[src/inc/smem_pkg.sv]
// Shared constants and types for the security module error-mode controller.
// Assumes a single 100 MHz core clock and a synchronous, active-high reset.

package smem_pkg;

	// ---------------------------------------------------------------
	// Timing
	// ---------------------------------------------------------------
	localparam int unsigned CLK_FREQ_HZ = 100_000_000;
	localparam int unsigned CLK_PER_MS = CLK_FREQ_HZ / 1000;
	// Longest allowed remaining self-test, in milliseconds
	localparam int unsigned FULL_TEST_MAX_MS = 1000;
	// Longest time rounds down to whole cycles
	localparam int unsigned FULL_TEST_MAX_CYC = FULL_TEST_MAX_MS * CLK_PER_MS;
	// Register access watchdog, cycles
	localparam int unsigned ACC_TIMEOUT_DEF = 64;
	localparam int unsigned TIMER_W = 32;

	// ---------------------------------------------------------------
	// Buffers and widths
	// ---------------------------------------------------------------
	localparam int unsigned MAX_BUF_BYTES = 3968;
	localparam int unsigned SIZE_W = 12;
	localparam int unsigned ADDR_W = 16;
	localparam int unsigned DATA_W = 32;
	localparam int unsigned SYNC_STAGES = 2;

	// ---------------------------------------------------------------
	// Fixed answers
	// ---------------------------------------------------------------
	localparam logic [DATA_W-1:0] CRB_SHUT_STATUS = 32'h0000_0001;
	localparam logic [DATA_W-1:0] FLOAT_RDATA = 32'h0000_00FF;
	localparam logic [DATA_W-1:0] ZERO_DATA = 32'h0000_0000;

	// Response codes: values arbitrary, replace with the command set's own
	localparam logic [DATA_W-1:0] RC_FAILURE_DEF = 32'h0000_0101;
	localparam logic [DATA_W-1:0] RC_SIZE_DEF = 32'h0000_0095;
	localparam logic [DATA_W-1:0] RC_TESTING_DEF = 32'h0000_090A;

	// ---------------------------------------------------------------
	// Types
	// ---------------------------------------------------------------
	typedef enum logic [1:0] {
		MODE_WORK = 2'b00,
		MODE_FAIL = 2'b01,
		MODE_SHUT = 2'b10
	} smem_mode_e;

	typedef enum logic [0:0] {
		BUS_LPC = 1'b0,
		BUS_SPI = 1'b1
	} smem_bus_e;

	typedef enum logic [0:0] {
		ACC_IDLE = 1'b0,
		ACC_WAIT = 1'b1
	} smem_acc_e;

	typedef enum logic [1:0] {
		CMD_SEC_OP = 2'b00,
		CMD_DIAG = 2'b01,
		CMD_SELF_TEST = 2'b10,
		CMD_OTHER = 2'b11
	} smem_cmd_e;

endpackage

[src/rtl/smem_sync.sv]
// Two-stage synchroniser with rising-edge detect on the settled output.
// Assumes the input is asynchronous to i_clk.

`timescale 1ns/1ns
`default_nettype none

module smem_sync (
	input wire logic i_clk,
	input wire logic i_rst,
	input wire logic i_async,
	output logic o_level,
	output logic o_rise
);
	import smem_pkg::*;

	logic meta_ff;
	logic sync_ff;
	logic last_ff;

	// Stage one feeds stage two only
	always_ff @(posedge i_clk) begin
		if (i_rst) begin
			meta_ff <= 1'b0;
			sync_ff <= 1'b0;
			last_ff <= 1'b0;
		end else begin
			meta_ff <= i_async;
			sync_ff <= meta_ff;
			last_ff <= sync_ff;
		end
	end

	assign o_level = sync_ff;
	assign o_rise = sync_ff & ~last_ff;

endmodule

`default_nettype wire

[src/rtl/smem_error_modes.sv]
// Error-mode controller of the security module: mode state, self-test
// sequencing, command gating and host register-access answers.
// Assumes a register file behind o_reg_* that acks each request, and a
// command engine that reports sizes before it executes.
//
// Overview of operation
// - Early-boot commands usable after init self-test
// - Remaining self-test ends within one second
// - Command buffer fits largest implemented command
// - Buffer size may reach 3968 bytes
// - Fail command before response buffer overflows
// - Failure mode still completes register accesses
// - Failure mode errors operations, allows diagnostics
// - Hardware attack enters shutdown until init
// - Shutdown forwards no host access to the registers
// - Shutdown: LPC ignores, SPI aborts, reads FFh
// - Shutdown buffer status reads 0001h or timeout
// - Never hang bus; complete or abort access
// - Non-attack error: error response or failure
// - Init leaves error modes unless cause persists
// - Software attacks never cause shutdown
// - Context fingerprint failure enters shutdown
// - After error, release no secrets or successes
// - Failure mode drops hash commands without stalling
// - Failure mode keeps interface registers operational
// - Init indication is reset pin rising

`timescale 1ns/1ns
`default_nettype none

module smem_error_modes #(
	parameter smem_pkg::smem_bus_e BUS_KIND = smem_pkg::BUS_LPC,
	parameter bit CRB_EN = 1'b0,
	parameter bit CRB_SHUT_DEFAULT = 1'b1,
	parameter bit ERR_TO_FAILURE = 1'b1,
	parameter bit SEPARATE_RSP_BUF = 1'b0,
	parameter int unsigned CMD_BUF_BYTES = smem_pkg::MAX_BUF_BYTES,
	parameter int unsigned RSP_BUF_BYTES = smem_pkg::MAX_BUF_BYTES,
	parameter int unsigned FULL_TEST_CYC = smem_pkg::FULL_TEST_MAX_CYC,
	parameter int unsigned ACC_TIMEOUT_CYC = smem_pkg::ACC_TIMEOUT_DEF,
	parameter logic [smem_pkg::DATA_W-1:0] RC_FAILURE = smem_pkg::RC_FAILURE_DEF,
	parameter logic [smem_pkg::DATA_W-1:0] RC_SIZE = smem_pkg::RC_SIZE_DEF,
	parameter logic [smem_pkg::DATA_W-1:0] RC_TESTING = smem_pkg::RC_TESTING_DEF
) (
	input wire logic i_clk,
	input wire logic i_rst,
	input wire logic i_lpc_reset_pin_n,
	input wire logic i_hw_attack,
	input wire logic i_attack_present,
	input wire logic i_ctx_fp_fail,
	input wire logic i_sw_attack,
	input wire logic i_err_event,
	input wire logic i_err_present,
	input wire logic i_acc_req,
	input wire logic i_acc_wr,
	input wire logic [smem_pkg::ADDR_W-1:0] i_acc_addr,
	input wire logic [smem_pkg::DATA_W-1:0] i_acc_wdata,
	input wire logic i_acc_hash,
	input wire logic i_acc_crb_status,
	output logic o_acc_done,
	output logic o_acc_abort,
	output logic [smem_pkg::DATA_W-1:0] o_acc_rdata,
	output logic o_reg_req,
	output logic o_reg_wr,
	output logic [smem_pkg::ADDR_W-1:0] o_reg_addr,
	output logic [smem_pkg::DATA_W-1:0] o_reg_wdata,
	input wire logic i_reg_ack,
	input wire logic [smem_pkg::DATA_W-1:0] i_reg_rdata,
	input wire logic i_cmd_valid,
	input wire smem_pkg::smem_cmd_e i_cmd_kind,
	input wire logic i_cmd_early,
	input wire logic [smem_pkg::SIZE_W-1:0] i_cmd_bytes,
	input wire logic [smem_pkg::SIZE_W-1:0] i_rsp_bytes,
	output logic o_cmd_go,
	output logic o_cmd_err,
	output logic [smem_pkg::DATA_W-1:0] o_rsp_code,
	output logic o_early_test_start,
	input wire logic i_early_test_done,
	input wire logic i_early_test_fail,
	output logic o_full_test_start,
	input wire logic i_full_test_done,
	input wire logic i_full_test_fail,
	output logic o_early_ready,
	output logic o_full_test_done,
	output smem_pkg::smem_mode_e o_mode,
	output logic o_secret_en,
	output logic o_hw_init
);
	import smem_pkg::*;

	// ---------------------------------------------------------------
	// Init indication
	// ---------------------------------------------------------------
	logic pin_level;
	logic hw_init;

	smem_sync u_pin_sync (
		.i_clk(i_clk),
		.i_rst(i_rst),
		.i_async(i_lpc_reset_pin_n),
		.o_level(pin_level),
		.o_rise(hw_init)
	);

	// ---------------------------------------------------------------
	// Mode state
	// ---------------------------------------------------------------
	smem_mode_e mode_ff;
	smem_mode_e nxt_mode;
	logic err_seen_ff;
	logic nxt_err_seen;
	logic test_fail;
	logic to_shutdown;
	logic to_failure;
	logic soft_err;

	// Software-originated trouble is a plain error, never an attack
	assign soft_err = i_err_event | i_sw_attack;
	assign to_shutdown = i_hw_attack | i_ctx_fp_fail;
	assign to_failure = test_fail | (soft_err & ERR_TO_FAILURE);

	always_comb begin
		nxt_mode = mode_ff;
		if (hw_init) begin
			// Lingering cause, or an attack in this very cycle, wins
			if (i_attack_present | to_shutdown)
				nxt_mode = MODE_SHUT;
			else if (i_err_present)
				nxt_mode = MODE_FAIL;
			else
				nxt_mode = MODE_WORK;
		end else if (mode_ff != MODE_SHUT) begin
			if (to_shutdown)
				nxt_mode = MODE_SHUT;
			else if (to_failure)
				nxt_mode = MODE_FAIL;
		end
	end

	// Set wins over the init clear when both land together
	assign nxt_err_seen = soft_err | to_failure | to_shutdown
		| (hw_init ? (i_err_present | i_attack_present) : err_seen_ff);

	always_ff @(posedge i_clk) begin
		if (i_rst) begin
			mode_ff <= MODE_WORK;
			err_seen_ff <= 1'b0;
		end else begin
			mode_ff <= nxt_mode;
			err_seen_ff <= nxt_err_seen;
		end
	end

	assign o_mode = mode_ff;
	assign o_secret_en = (mode_ff == MODE_WORK) & ~err_seen_ff;
	assign o_hw_init = hw_init;

	// ---------------------------------------------------------------
	// Self-test sequencing
	// ---------------------------------------------------------------
	logic early_ready_ff;
	logic early_run_ff;
	logic full_run_ff;
	logic full_done_ff;
	logic early_start_ff;
	logic full_start_ff;
	logic [TIMER_W-1:0] full_cnt_ff;
	logic full_start;
	logic full_timeout;

	assign full_timeout = full_run_ff
		& (full_cnt_ff >= TIMER_W'(FULL_TEST_CYC - 1));
	assign test_fail = (early_run_ff & i_early_test_fail)
		| (full_run_ff & (i_full_test_fail | full_timeout));

	always_ff @(posedge i_clk) begin
		if (i_rst) begin
			early_start_ff <= 1'b0;
			early_run_ff <= 1'b0;
			early_ready_ff <= 1'b0;
		end else begin
			early_start_ff <= hw_init;
			if (hw_init) begin
				early_run_ff <= 1'b1;
				early_ready_ff <= 1'b0;
			end else if (early_run_ff & (i_early_test_done | i_early_test_fail)) begin
				early_run_ff <= 1'b0;
				early_ready_ff <= ~i_early_test_fail;
			end
		end
	end

	always_ff @(posedge i_clk) begin
		if (i_rst) begin
			full_start_ff <= 1'b0;
			full_run_ff <= 1'b0;
			full_done_ff <= 1'b0;
			full_cnt_ff <= '0;
		end else begin
			full_start_ff <= full_start;
			if (hw_init) begin
				full_run_ff <= 1'b0;
				full_done_ff <= 1'b0;
				full_cnt_ff <= '0;
			end else if (full_start) begin
				full_run_ff <= 1'b1;
				full_cnt_ff <= '0;
			end else if (full_run_ff) begin
				full_cnt_ff <= full_cnt_ff + TIMER_W'(1);
				if (i_full_test_done | i_full_test_fail | full_timeout) begin
					full_run_ff <= 1'b0;
					full_done_ff <= i_full_test_done & ~i_full_test_fail & ~full_timeout;
				end
			end
		end
	end

	assign o_early_test_start = early_start_ff;
	assign o_full_test_start = full_start_ff;
	assign o_early_ready = early_ready_ff;
	assign o_full_test_done = full_done_ff;

	// ---------------------------------------------------------------
	// Command gate
	// ---------------------------------------------------------------
	logic cmd_too_big;
	logic rsp_too_big;
	logic cmd_drop;
	logic cmd_errored;
	logic cmd_untested;
	logic [DATA_W-1:0] cmd_code;
	logic cmd_go_ff;
	logic cmd_err_ff;
	logic [DATA_W-1:0] rsp_code_ff;

	assign cmd_too_big = 32'(i_cmd_bytes) > CMD_BUF_BYTES;
	// Checked up front so no partial response is ever produced
	assign rsp_too_big = SEPARATE_RSP_BUF & (32'(i_rsp_bytes) > RSP_BUF_BYTES);
	// Shutdown gives no response at all
	assign cmd_drop = mode_ff == MODE_SHUT;
	assign cmd_errored = (mode_ff == MODE_FAIL) | err_seen_ff;
	assign cmd_untested = ~early_ready_ff
		| (~full_done_ff & ~i_cmd_early & (i_cmd_kind != CMD_SELF_TEST));
	assign full_start = i_cmd_valid & ~cmd_drop & ~cmd_errored & early_ready_ff
		& (i_cmd_kind == CMD_SELF_TEST) & ~full_run_ff & ~cmd_too_big;

	always_comb begin
		cmd_code = ZERO_DATA;
		if (cmd_errored & (i_cmd_kind != CMD_DIAG))
			cmd_code = RC_FAILURE;
		else if (cmd_too_big | rsp_too_big)
			cmd_code = RC_SIZE;
		else if (cmd_untested & (i_cmd_kind != CMD_DIAG))
			cmd_code = RC_TESTING;
	end

	always_ff @(posedge i_clk) begin
		if (i_rst) begin
			cmd_go_ff <= 1'b0;
			cmd_err_ff <= 1'b0;
			rsp_code_ff <= ZERO_DATA;
		end else begin
			cmd_go_ff <= i_cmd_valid & ~cmd_drop & (cmd_code == ZERO_DATA);
			cmd_err_ff <= i_cmd_valid & ~cmd_drop & (cmd_code != ZERO_DATA);
			if (i_cmd_valid & ~cmd_drop)
				rsp_code_ff <= cmd_code;
		end
	end

	assign o_cmd_go = cmd_go_ff;
	assign o_cmd_err = cmd_err_ff;
	assign o_rsp_code = rsp_code_ff;

	// ---------------------------------------------------------------
	// Host register access
	// ---------------------------------------------------------------
	smem_acc_e acc_ff;
	smem_acc_e nxt_acc;
	logic [TIMER_W-1:0] acc_cnt_ff;
	logic is_shut;
	logic shut_status;
	logic hash_drop;
	logic forward;
	logic acc_timeout;
	logic acc_done_ff;
	logic acc_abort_ff;
	logic [DATA_W-1:0] acc_rdata_ff;
	logic reg_req_ff;
	logic reg_wr_ff;
	logic [ADDR_W-1:0] reg_addr_ff;
	logic [DATA_W-1:0] reg_wdata_ff;
	logic spi_bus;

	assign spi_bus = BUS_KIND == BUS_SPI;
	assign is_shut = mode_ff == MODE_SHUT;
	assign shut_status = CRB_EN & CRB_SHUT_DEFAULT & i_acc_crb_status & ~i_acc_wr;
	// Dropped hash access, read or write: completes at once, never reaches the engine
	assign hash_drop = (mode_ff == MODE_FAIL) & i_acc_hash;
	// Failure mode forwards all but hash accesses as in working mode
	assign forward = (acc_ff == ACC_IDLE) & i_acc_req & ~is_shut & ~hash_drop;
	// Watchdog so a stuck register file cannot hang the host
	assign acc_timeout = acc_cnt_ff >= TIMER_W'(ACC_TIMEOUT_CYC - 1);

	always_comb begin
		nxt_acc = acc_ff;
		unique case (acc_ff)
			ACC_IDLE: begin
				if (forward)
					nxt_acc = ACC_WAIT;
			end
			ACC_WAIT: begin
				if (i_reg_ack | acc_timeout | is_shut)
					nxt_acc = ACC_IDLE;
			end
		endcase
	end

	always_ff @(posedge i_clk) begin
		if (i_rst) begin
			acc_ff <= ACC_IDLE;
			acc_cnt_ff <= '0;
		end else begin
			acc_ff <= nxt_acc;
			acc_cnt_ff <= (acc_ff == ACC_WAIT) ? acc_cnt_ff + TIMER_W'(1) : '0;
		end
	end

	always_ff @(posedge i_clk) begin
		if (i_rst) begin
			reg_req_ff <= 1'b0;
			reg_wr_ff <= 1'b0;
			reg_addr_ff <= '0;
			reg_wdata_ff <= ZERO_DATA;
		end else begin
			reg_req_ff <= forward;
			if (forward) begin
				reg_wr_ff <= i_acc_wr;
				reg_addr_ff <= i_acc_addr;
				reg_wdata_ff <= i_acc_wdata;
			end
		end
	end

	always_ff @(posedge i_clk) begin
		if (i_rst) begin
			acc_done_ff <= 1'b0;
			acc_abort_ff <= 1'b0;
			acc_rdata_ff <= ZERO_DATA;
		end else begin
			acc_done_ff <= 1'b0;
			acc_abort_ff <= 1'b0;
			if ((acc_ff == ACC_IDLE) & i_acc_req) begin
				if (is_shut & shut_status) begin
					acc_done_ff <= 1'b1;
					acc_rdata_ff <= CRB_SHUT_STATUS;
				end else if (is_shut) begin
					// LPC stays silent; the host sees a floating bus
					acc_abort_ff <= spi_bus;
					acc_rdata_ff <= FLOAT_RDATA;
				end else if (hash_drop) begin
					acc_done_ff <= 1'b1;
					acc_rdata_ff <= ZERO_DATA;
				end
			end else if (acc_ff == ACC_WAIT) begin
				if (is_shut) begin
					acc_abort_ff <= spi_bus;
					acc_rdata_ff <= FLOAT_RDATA;
				end else if (i_reg_ack) begin
					acc_done_ff <= 1'b1;
					acc_rdata_ff <= i_reg_wr_rdata(reg_wr_ff, i_reg_rdata);
				end else if (acc_timeout) begin
					acc_abort_ff <= 1'b1;
					acc_rdata_ff <= FLOAT_RDATA;
				end
			end
		end
	end

	// Writes return zero so stale read data never leaks
	function automatic logic [DATA_W-1:0] i_reg_wr_rdata(
		input logic wr,
		input logic [DATA_W-1:0] rd
	);
		return wr ? ZERO_DATA : rd;
	endfunction

	assign o_acc_done = acc_done_ff;
	assign o_acc_abort = acc_abort_ff;
	assign o_acc_rdata = acc_rdata_ff;
	assign o_reg_req = reg_req_ff;
	assign o_reg_wr = reg_wr_ff;
	assign o_reg_addr = reg_addr_ff;
	assign o_reg_wdata = reg_wdata_ff;

	// Pin level kept for visibility of a held reset; no logic needs it
	logic unused_pin;
	assign unused_pin = pin_level;

endmodule

`default_nettype wire

[config.mk]
export PLATFORM = sky130hd
export DESIGN_NAME = smem_error_modes
export DESIGN_NICKNAME = d
export VERILOG_FILES = /design/src/inc/smem_pkg.sv /design/src/rtl/smem_sync.sv /design/src/rtl/smem_error_modes.sv
export SDC_FILE = /design/constraint.sdc
export NUM_CORES = 1
export LEC_CHECK = 0
export ABC_AREA = 1
export BUFFER_PORTS_ARGS = -buffer_cell sky130_fd_sc_hd__buf_4
export CORE_UTILIZATION = 35
export DETAILED_ROUTE_END_ITERATION = 12
export GPL_TIMING_DRIVEN = 0
export HOLD_SLACK_MARGIN = 0.02
export PLACE_DENSITY = 0.57
export REMOVE_ABC_BUFFERS = 1
export SLEW_MARGIN = 0
export SYNTH_ARGS = -nofsm -noshare
export SYNTH_HDL_FRONTEND = slang
export SYNTH_SLANG_ARGS = --single-unit
export TNS_END_PERCENT = 1
[constraint.sdc]
create_clock -name i_clk -period 2.8 [get_ports i_clk]
set_input_delay 0 -clock i_clk [delete_from_list [all_inputs] [get_ports i_clk]]
set_output_delay 0 -clock i_clk [all_outputs]
set_load 0.1 [all_outputs]
# Word-level counts from Yosys, hierarchy flattened
# Index checks and enable logic that the tools add are counted.
# word_totals
in_bits	126
output_inout_bits	126
ff_bits	195
wordCells	140
# op_classes
reduce_logical	15
n_lt_le_gt_ge	3
add_sub_neg	2
eq_ne	7
mux	33
bitwise_logic	56
# ops
op	n
32-bit 2-to-1 mux	8
32-bit by 1-bit adder with 32-bit output, second input constant	2
12-bit 2-to-1 mux	3
32-bit by 27-bit >= comparator with 1-bit output, second input constant	1
32-bit by 6-bit >= comparator with 1-bit output, second input constant	1
32-bit logical NOT	1
32-bit nonzero test	1
1-bit bitwise AND	24
1-bit OR	17
1-bit 2-to-1 mux	16
1-bit NOT	15
12-bit > comparator, second input constant	1
2-bit 2-to-1 mux	5
3-bit AND reduction	2
2-bit nonzero test	3
5-bit OR reduction	1
2-bit equality test, second input constant	2
2-bit inequality test, second input constant	2
4-bit nonzero test	1
2-bit OR reduction	2
3-bit inequality test, second input constant	1
3-bit nonzero test	1
3-bit OR reduction	1
2-bit by 1-bit equality test with 1-bit output, second input constant	1
4 further kinds	4

# Logic depth before layout (Yosys ltp)
# depth
depth_word	10
ltp_mapped	13
ltp_nobuf	13

# Modules after synthesis
# Synthesis repeated with hierarchy kept, for this count alone.
# unflattened
hier_cells	1027
hier_area_um2	7538.5
# by_module_without_submodules
module	instances	area_per_inst_um2	seq_area_each_um2	cells_per_inst
smem_error_modes	1	7452.1	3283.1	1017
smem_sync	1	86.3	60.1	10

# Worst setup path before layout
# OpenSTA, ideal clock, no wires.
# synth_timing
path_kind	register -> output
start	reg mode_ff[0], in the netlist o_mode[0]
end	out o_secret_en
path_stages_with_launch	2
t_arrival_ps	2902
n_path_buf	0
required_time_ps	2800
setup_slack_ps	-102
path_cell_list	dfxtp_1 -> nor3_1
# synth_between
elab_chain_cells	2
# synth_lines
element	line_no	source
start, declared	smem_error_modes.sv:108	smem_mode_e mode_ff;
start signal, assigned	smem_error_modes.sv:149	mode_ff <= nxt_mode;
2-bit logical NOT	smem_error_modes.sv:155	assign o_secret_en = (mode_ff == MODE_WORK) & ~err_seen_ff;
1-bit bitwise AND	smem_error_modes.sv:155	
end, declared	smem_error_modes.sv:86	output logic o_secret_en,
# Every way passes these cells.

# Final worst setup path
# layout_timing
start	reg acc_cnt_ff[0]
end	reg acc_rdata_ff[19], in the netlist o_acc_rdata[19]
# layout_between
elab_chain_cells	3
# layout_lines
element	line_no	source
start, declared	smem_error_modes.sv:279	logic [TIMER_W-1:0] acc_cnt_ff;
start signal, assigned	smem_error_modes.sv:324	acc_cnt_ff <= (acc_ff == ACC_WAIT) ? acc_cnt_ff + TIMER_W'(1) : '0;
32-bit by 6-bit >= comparator with 1-bit output	smem_error_modes.sv:302	assign acc_timeout = acc_cnt_ff >= TIMER_W'(ACC_TIMEOUT_CYC - 1);
4-bit nonzero test (no source line)	-	
3-bit AND reduction (no source line)	-	
end signal, assigned	smem_error_modes.sv:370	acc_rdata_ff <= i_reg_wr_rdata(reg_wr_ff, i_reg_rdata);
end, declared	smem_error_modes.sv:287	logic [DATA_W-1:0] acc_rdata_ff;
# Every way passes these cells.
# A chain may end at the register's enable or synchronous reset.

==> results.toml <==
[layout]
layout-drive-gt1-share_pct = 23.37
areaGrowthSynthToFinish_pct = 43.87
design_area_mm2 = 0.01090
antennaDiodeCount = 0
fillers = 1995
nets = 1437

[sta]
worst_slew_pin_slew_ns = 1.101
skew_ns = 0.02100
fmax_mhz = 377.5
setup_tns_ns = 0
period_needed_ns = 2.649
hold_violations = 0
max_slew_margin_pct = 26.55
setup_viol = 0
finalCritPeriodShare_pct = 94.62
setup_ws_ns = 0.1507
slew_violations = 0
rsz0062_at_grt = "yes"

[synthesis]
async_reset_ff_share_pct = 0
synth-edff-count = 0
ys_seq_elements = 167
synth_cells = 1019
ys_seq_area_share_pct = 44.14
synth_ff_type = "dfxtp_1"
yosysWarnings = 0
avgSynthCellArea_um2 = 7.434
syn_area_mm2 = 0.007575
ys_types = 48

[floorplan]
core_mm2 = 0.02109
start_util_pct = 35.92
ios = 252
die_y_um = 149.1
die_w_um = 149.1
rows = 53
dieArea_mm2 = 0.02223

[critical_path]
cp_max_fo = 33
r2r_end = "o_acc_rdata[19]$_SDFFE_PP0P_"
crit_buf_inv = 1
worstPathRequired_ns = 3.17
start_kind = "flip-flop"
crit_family = "simple AND/OR/NAND/NOR gates"
arrival_ns = 3.02
ff2ff_setup_slack_ns = 0.15
slowest_delay_ns = 0.61
cp-end-kind = "flip-flop"
startpoint = "acc_cnt_ff[0]$_SDFF_PP0_"
crit_type = "reg -> reg"
worstPathCellList = "ha_1 -> nand2_2 -> nor2_8 -> a211oi_2 -> nand4_1 -> nand2_1 -> nand2_2 -> inv_2 -> a21oi_1 -> nor2_1"
r2r_start = "acc_cnt_ff[0]$_SDFF_PP0_"
slowest_stage = "inv_2"
crit_end = "o_acc_rdata[19]$_SDFFE_PP0P_"
r2r_cells = 10
path_depth = 10
cpMostUsedCell = "nand2_2"

[cts]
clk_latency_ns = 0.44
htreeDepth = 4
clock_sinks = 167
cts-root-buf = "clkbuf_16"
cts_buffer_depth = 2
post-cts-setup-buffers = 0
cts_buffers = 17
clkSlewWorstSetupHoldPaths_ns = 0.07
cts_tree = "built"

[run_status]
status = "finished clean"

[routing]
route.vias.total = 7545
drtAntennaViolNets = 0
post_drt_via_cell_ratio = 4.724
wl_per_cell_um = 13.82
wl_um = 22070
drc = 0
drt-initial-drc-count = 364
drt_pass1_iterations = 5

[hold_path]
hp-class = "in -> reg"

[global_routing]
grt_max_degree = 63
grt_pass1_vias = 7044
antenna_found_initial = 0
grt_pass1_wl_um = 34930
grt_overflow_total = 0
grt_util_all_layers_pct = 19.71

[placement]
dp_worst_setup_slack_ns = 0.1307
port_buffers = 214
placed_area_mm2 = 0.009301
gp_congestion = 0.8373
hpwl_um = 15040

[power_and_ir_drop]
leakage_nw = 4.538
power-per-cell-area_mw_per_mm2 = 648.6
max-vdd-ir-drop_uv = 397.6

[job]
drv_cap = 0
## metal layers
layer  routed length [µm]  vias up  part of all wire (%)  global-route usage, %
met5                    0        -                     0                      0
met4                  361        0                   1.6                  6.939
met3                 1132       30                   5.1                  4.526
met2                10780      181                    49                  33.21
met1                 9792     3431                    44                  24.51
li1                     -     3903                     -                      -
## report_power, final
part	internal (W)	leakage [nW]	switching [W]	total [W]
clock	0.00134	0.273	0.00105	0.00239
combinational	0.000506	2.90	0.00158	0.00209
sequential	0.00251	1.36	0.0000754	0.00259
total	0.00436	4.54	0.00271	0.00707
## tightest hold or removal path, delay by kind of cell
kind,cells,cell delay (ns)
buffers and inverters,2,0.20
and+or+nand+nor,3,0.24
## through the flow
step | hold slack, ns | cells | utilization [%] | total power [W]
final | 0.06265 | 1597 | 51.68 | 0.007069
after floorplan | 0.06907 | 974 | - | 0.004095
after global routing | 0.07313 | 1597 | 51.68 | 0.007351
after detailed placement | 0.2090 | 1466 | 44.11 | 0.004610
after CTS | 0.04423 | 1597 | 51.63 | 0.007123
after global placement | 0.2069 | 1463 | 43.65 | 0.004584
## how the worst min path moves through the flow
stage / cells past startpoint / endpoint / startpoint / slack [ns]
6_report: 5 / o_full_test_start$_SDFF_PP0_ / i_cmd_kind[1] / 0.06
3_5_place_dp: 3 / u_pin_sync.meta_ff$_SDFF_PP0_ / i_lpc_reset_pin_n / 0.21
3_3_place_gp: 3 / u_pin_sync.meta_ff$_SDFF_PP0_ / i_lpc_reset_pin_n / 0.21
4_1_cts: 5 / o_full_test_start$_SDFF_PP0_ / i_cmd_kind[1] / 0.04
2_1_floorplan: 1 / o_reg_addr[0]$_SDFFE_PP0P_ / i_rst / 0.07
5_1_grt: 5 / o_full_test_start$_SDFF_PP0_ / i_cmd_kind[1] / 0.07
## sequential cells by signal, indices dropped and copies added (netlist names), 2 cells and up
| name | flops |
|---|---|
| o_mode | 2 |
| o_acc_rdata | 32 |
| acc_cnt_ff | 32 |
| full_cnt_ff | 32 |
| o_reg_addr | 16 |
| o_rsp_code | 4 |
| o_reg_wdata | 32 |
## repair_timing
| action | 4_1_cts | 5_1_grt |
|---|---|---|
| hold endpoints to repair | 97 | 0 |
| endpoints found under the setup margin | 0 | 33 |
| hold buffers | 99 | 0 |
| gates resized for setup | 0 | 2 |
## cell type report
class / instances / area [µm²] / area share (%)
flip-flops and latches: 167 / 3343 / 30.68
well taps: 275 / 344.1 / 3.157
inverters: 81 / 304.0 / 2.790
multi-input cells: 726 / 3638 / 33.39
clock buffers: 18 / 429.2 / 3.938
clock inverters: 14 / 166.4 / 1.527
repair buffers: 316 / 2673 / 24.52
## synthesized netlist by cell type, types with 4 or more instances
| cell | count | area share (%) |
|---|---|---|
| a21oi_1 | 125 | 8.3 |
| a31oi_1 | 5 | 0.41 |
| buf_2 | 10 | 0.66 |
| buf_4 | 29 | 2.9 |
| buf_6 | 4 | 0.59 |
| clkbuf_1 | 25 | 1.2 |
| dfxtp_1 | 167 | 44 |
| inv_1 | 70 | 3.5 |
| inv_2 | 9 | 0.45 |
| nand2_1 | 167 | 8.3 |
| nand2_2 | 10 | 0.83 |
| nand2_4 | 4 | 0.59 |
| nand3_1 | 70 | 4.6 |
| nand3_2 | 4 | 0.53 |
| nand4_1 | 20 | 1.7 |
| nor2_1 | 140 | 6.9 |
| nor2_2 | 8 | 0.66 |
| nor2_4 | 7 | 1.0 |
| nor3_1 | 33 | 2.2 |
| nor4_1 | 6 | 0.50 |
| o21a_1 | 4 | 0.40 |
| o21ai_0 | 32 | 2.1 |
| o21ai_1 | 22 | 1.5 |
| xnor2_1 | 9 | 1.0 |
| xor2_1 | 7 | 0.81 |
## cells by family (layout without fill, tap and decap cells)
| kind of cell | count (synthesis) | count (layout) | share of synthesized area (%) |
|---|---|---|---|
| AO/OA/AOI/OAI | 196 | 196 | 13.54 |
| XOR/XNOR | 16 | 16 | 1.850 |
| adder cells (fa/ha/maj) | 2 | 2 | 0.3303 |
| buffers and inverters | 149 | 429 | 9.382 |
| flip-flops | 167 | 167 | 44.14 |
| other | 1 | 24 | 0.04951 |
| AND/OR/NAND/NOR | 488 | 488 | 30.71 |
## layout by cell type, fill, tap and decap left out, types with 4 or more instances in the layout
master,count
xnor2_1,9
nand2_2,11
nand3_1,69
o21ai_1,22
conb_1,24
dlygate4sd3_1,99
nor3_1,33
clkinvlp_4,5
inv_6,5
xor2_1,7
nor2_2,9
nand4_1,20
nand3_2,4
a21oi_1,125
nor2_1,138
buf_4,214
nor4_1,6
dfxtp_1,167
o21ai_0,32
nand2_1,166
a31oi_1,5
inv_2,9
inv_1,70
nor2_4,8
o21a_1,4
clkbuf_16,17
nand2_4,4
Note: power is estimated with default switching activity, not from simulation.
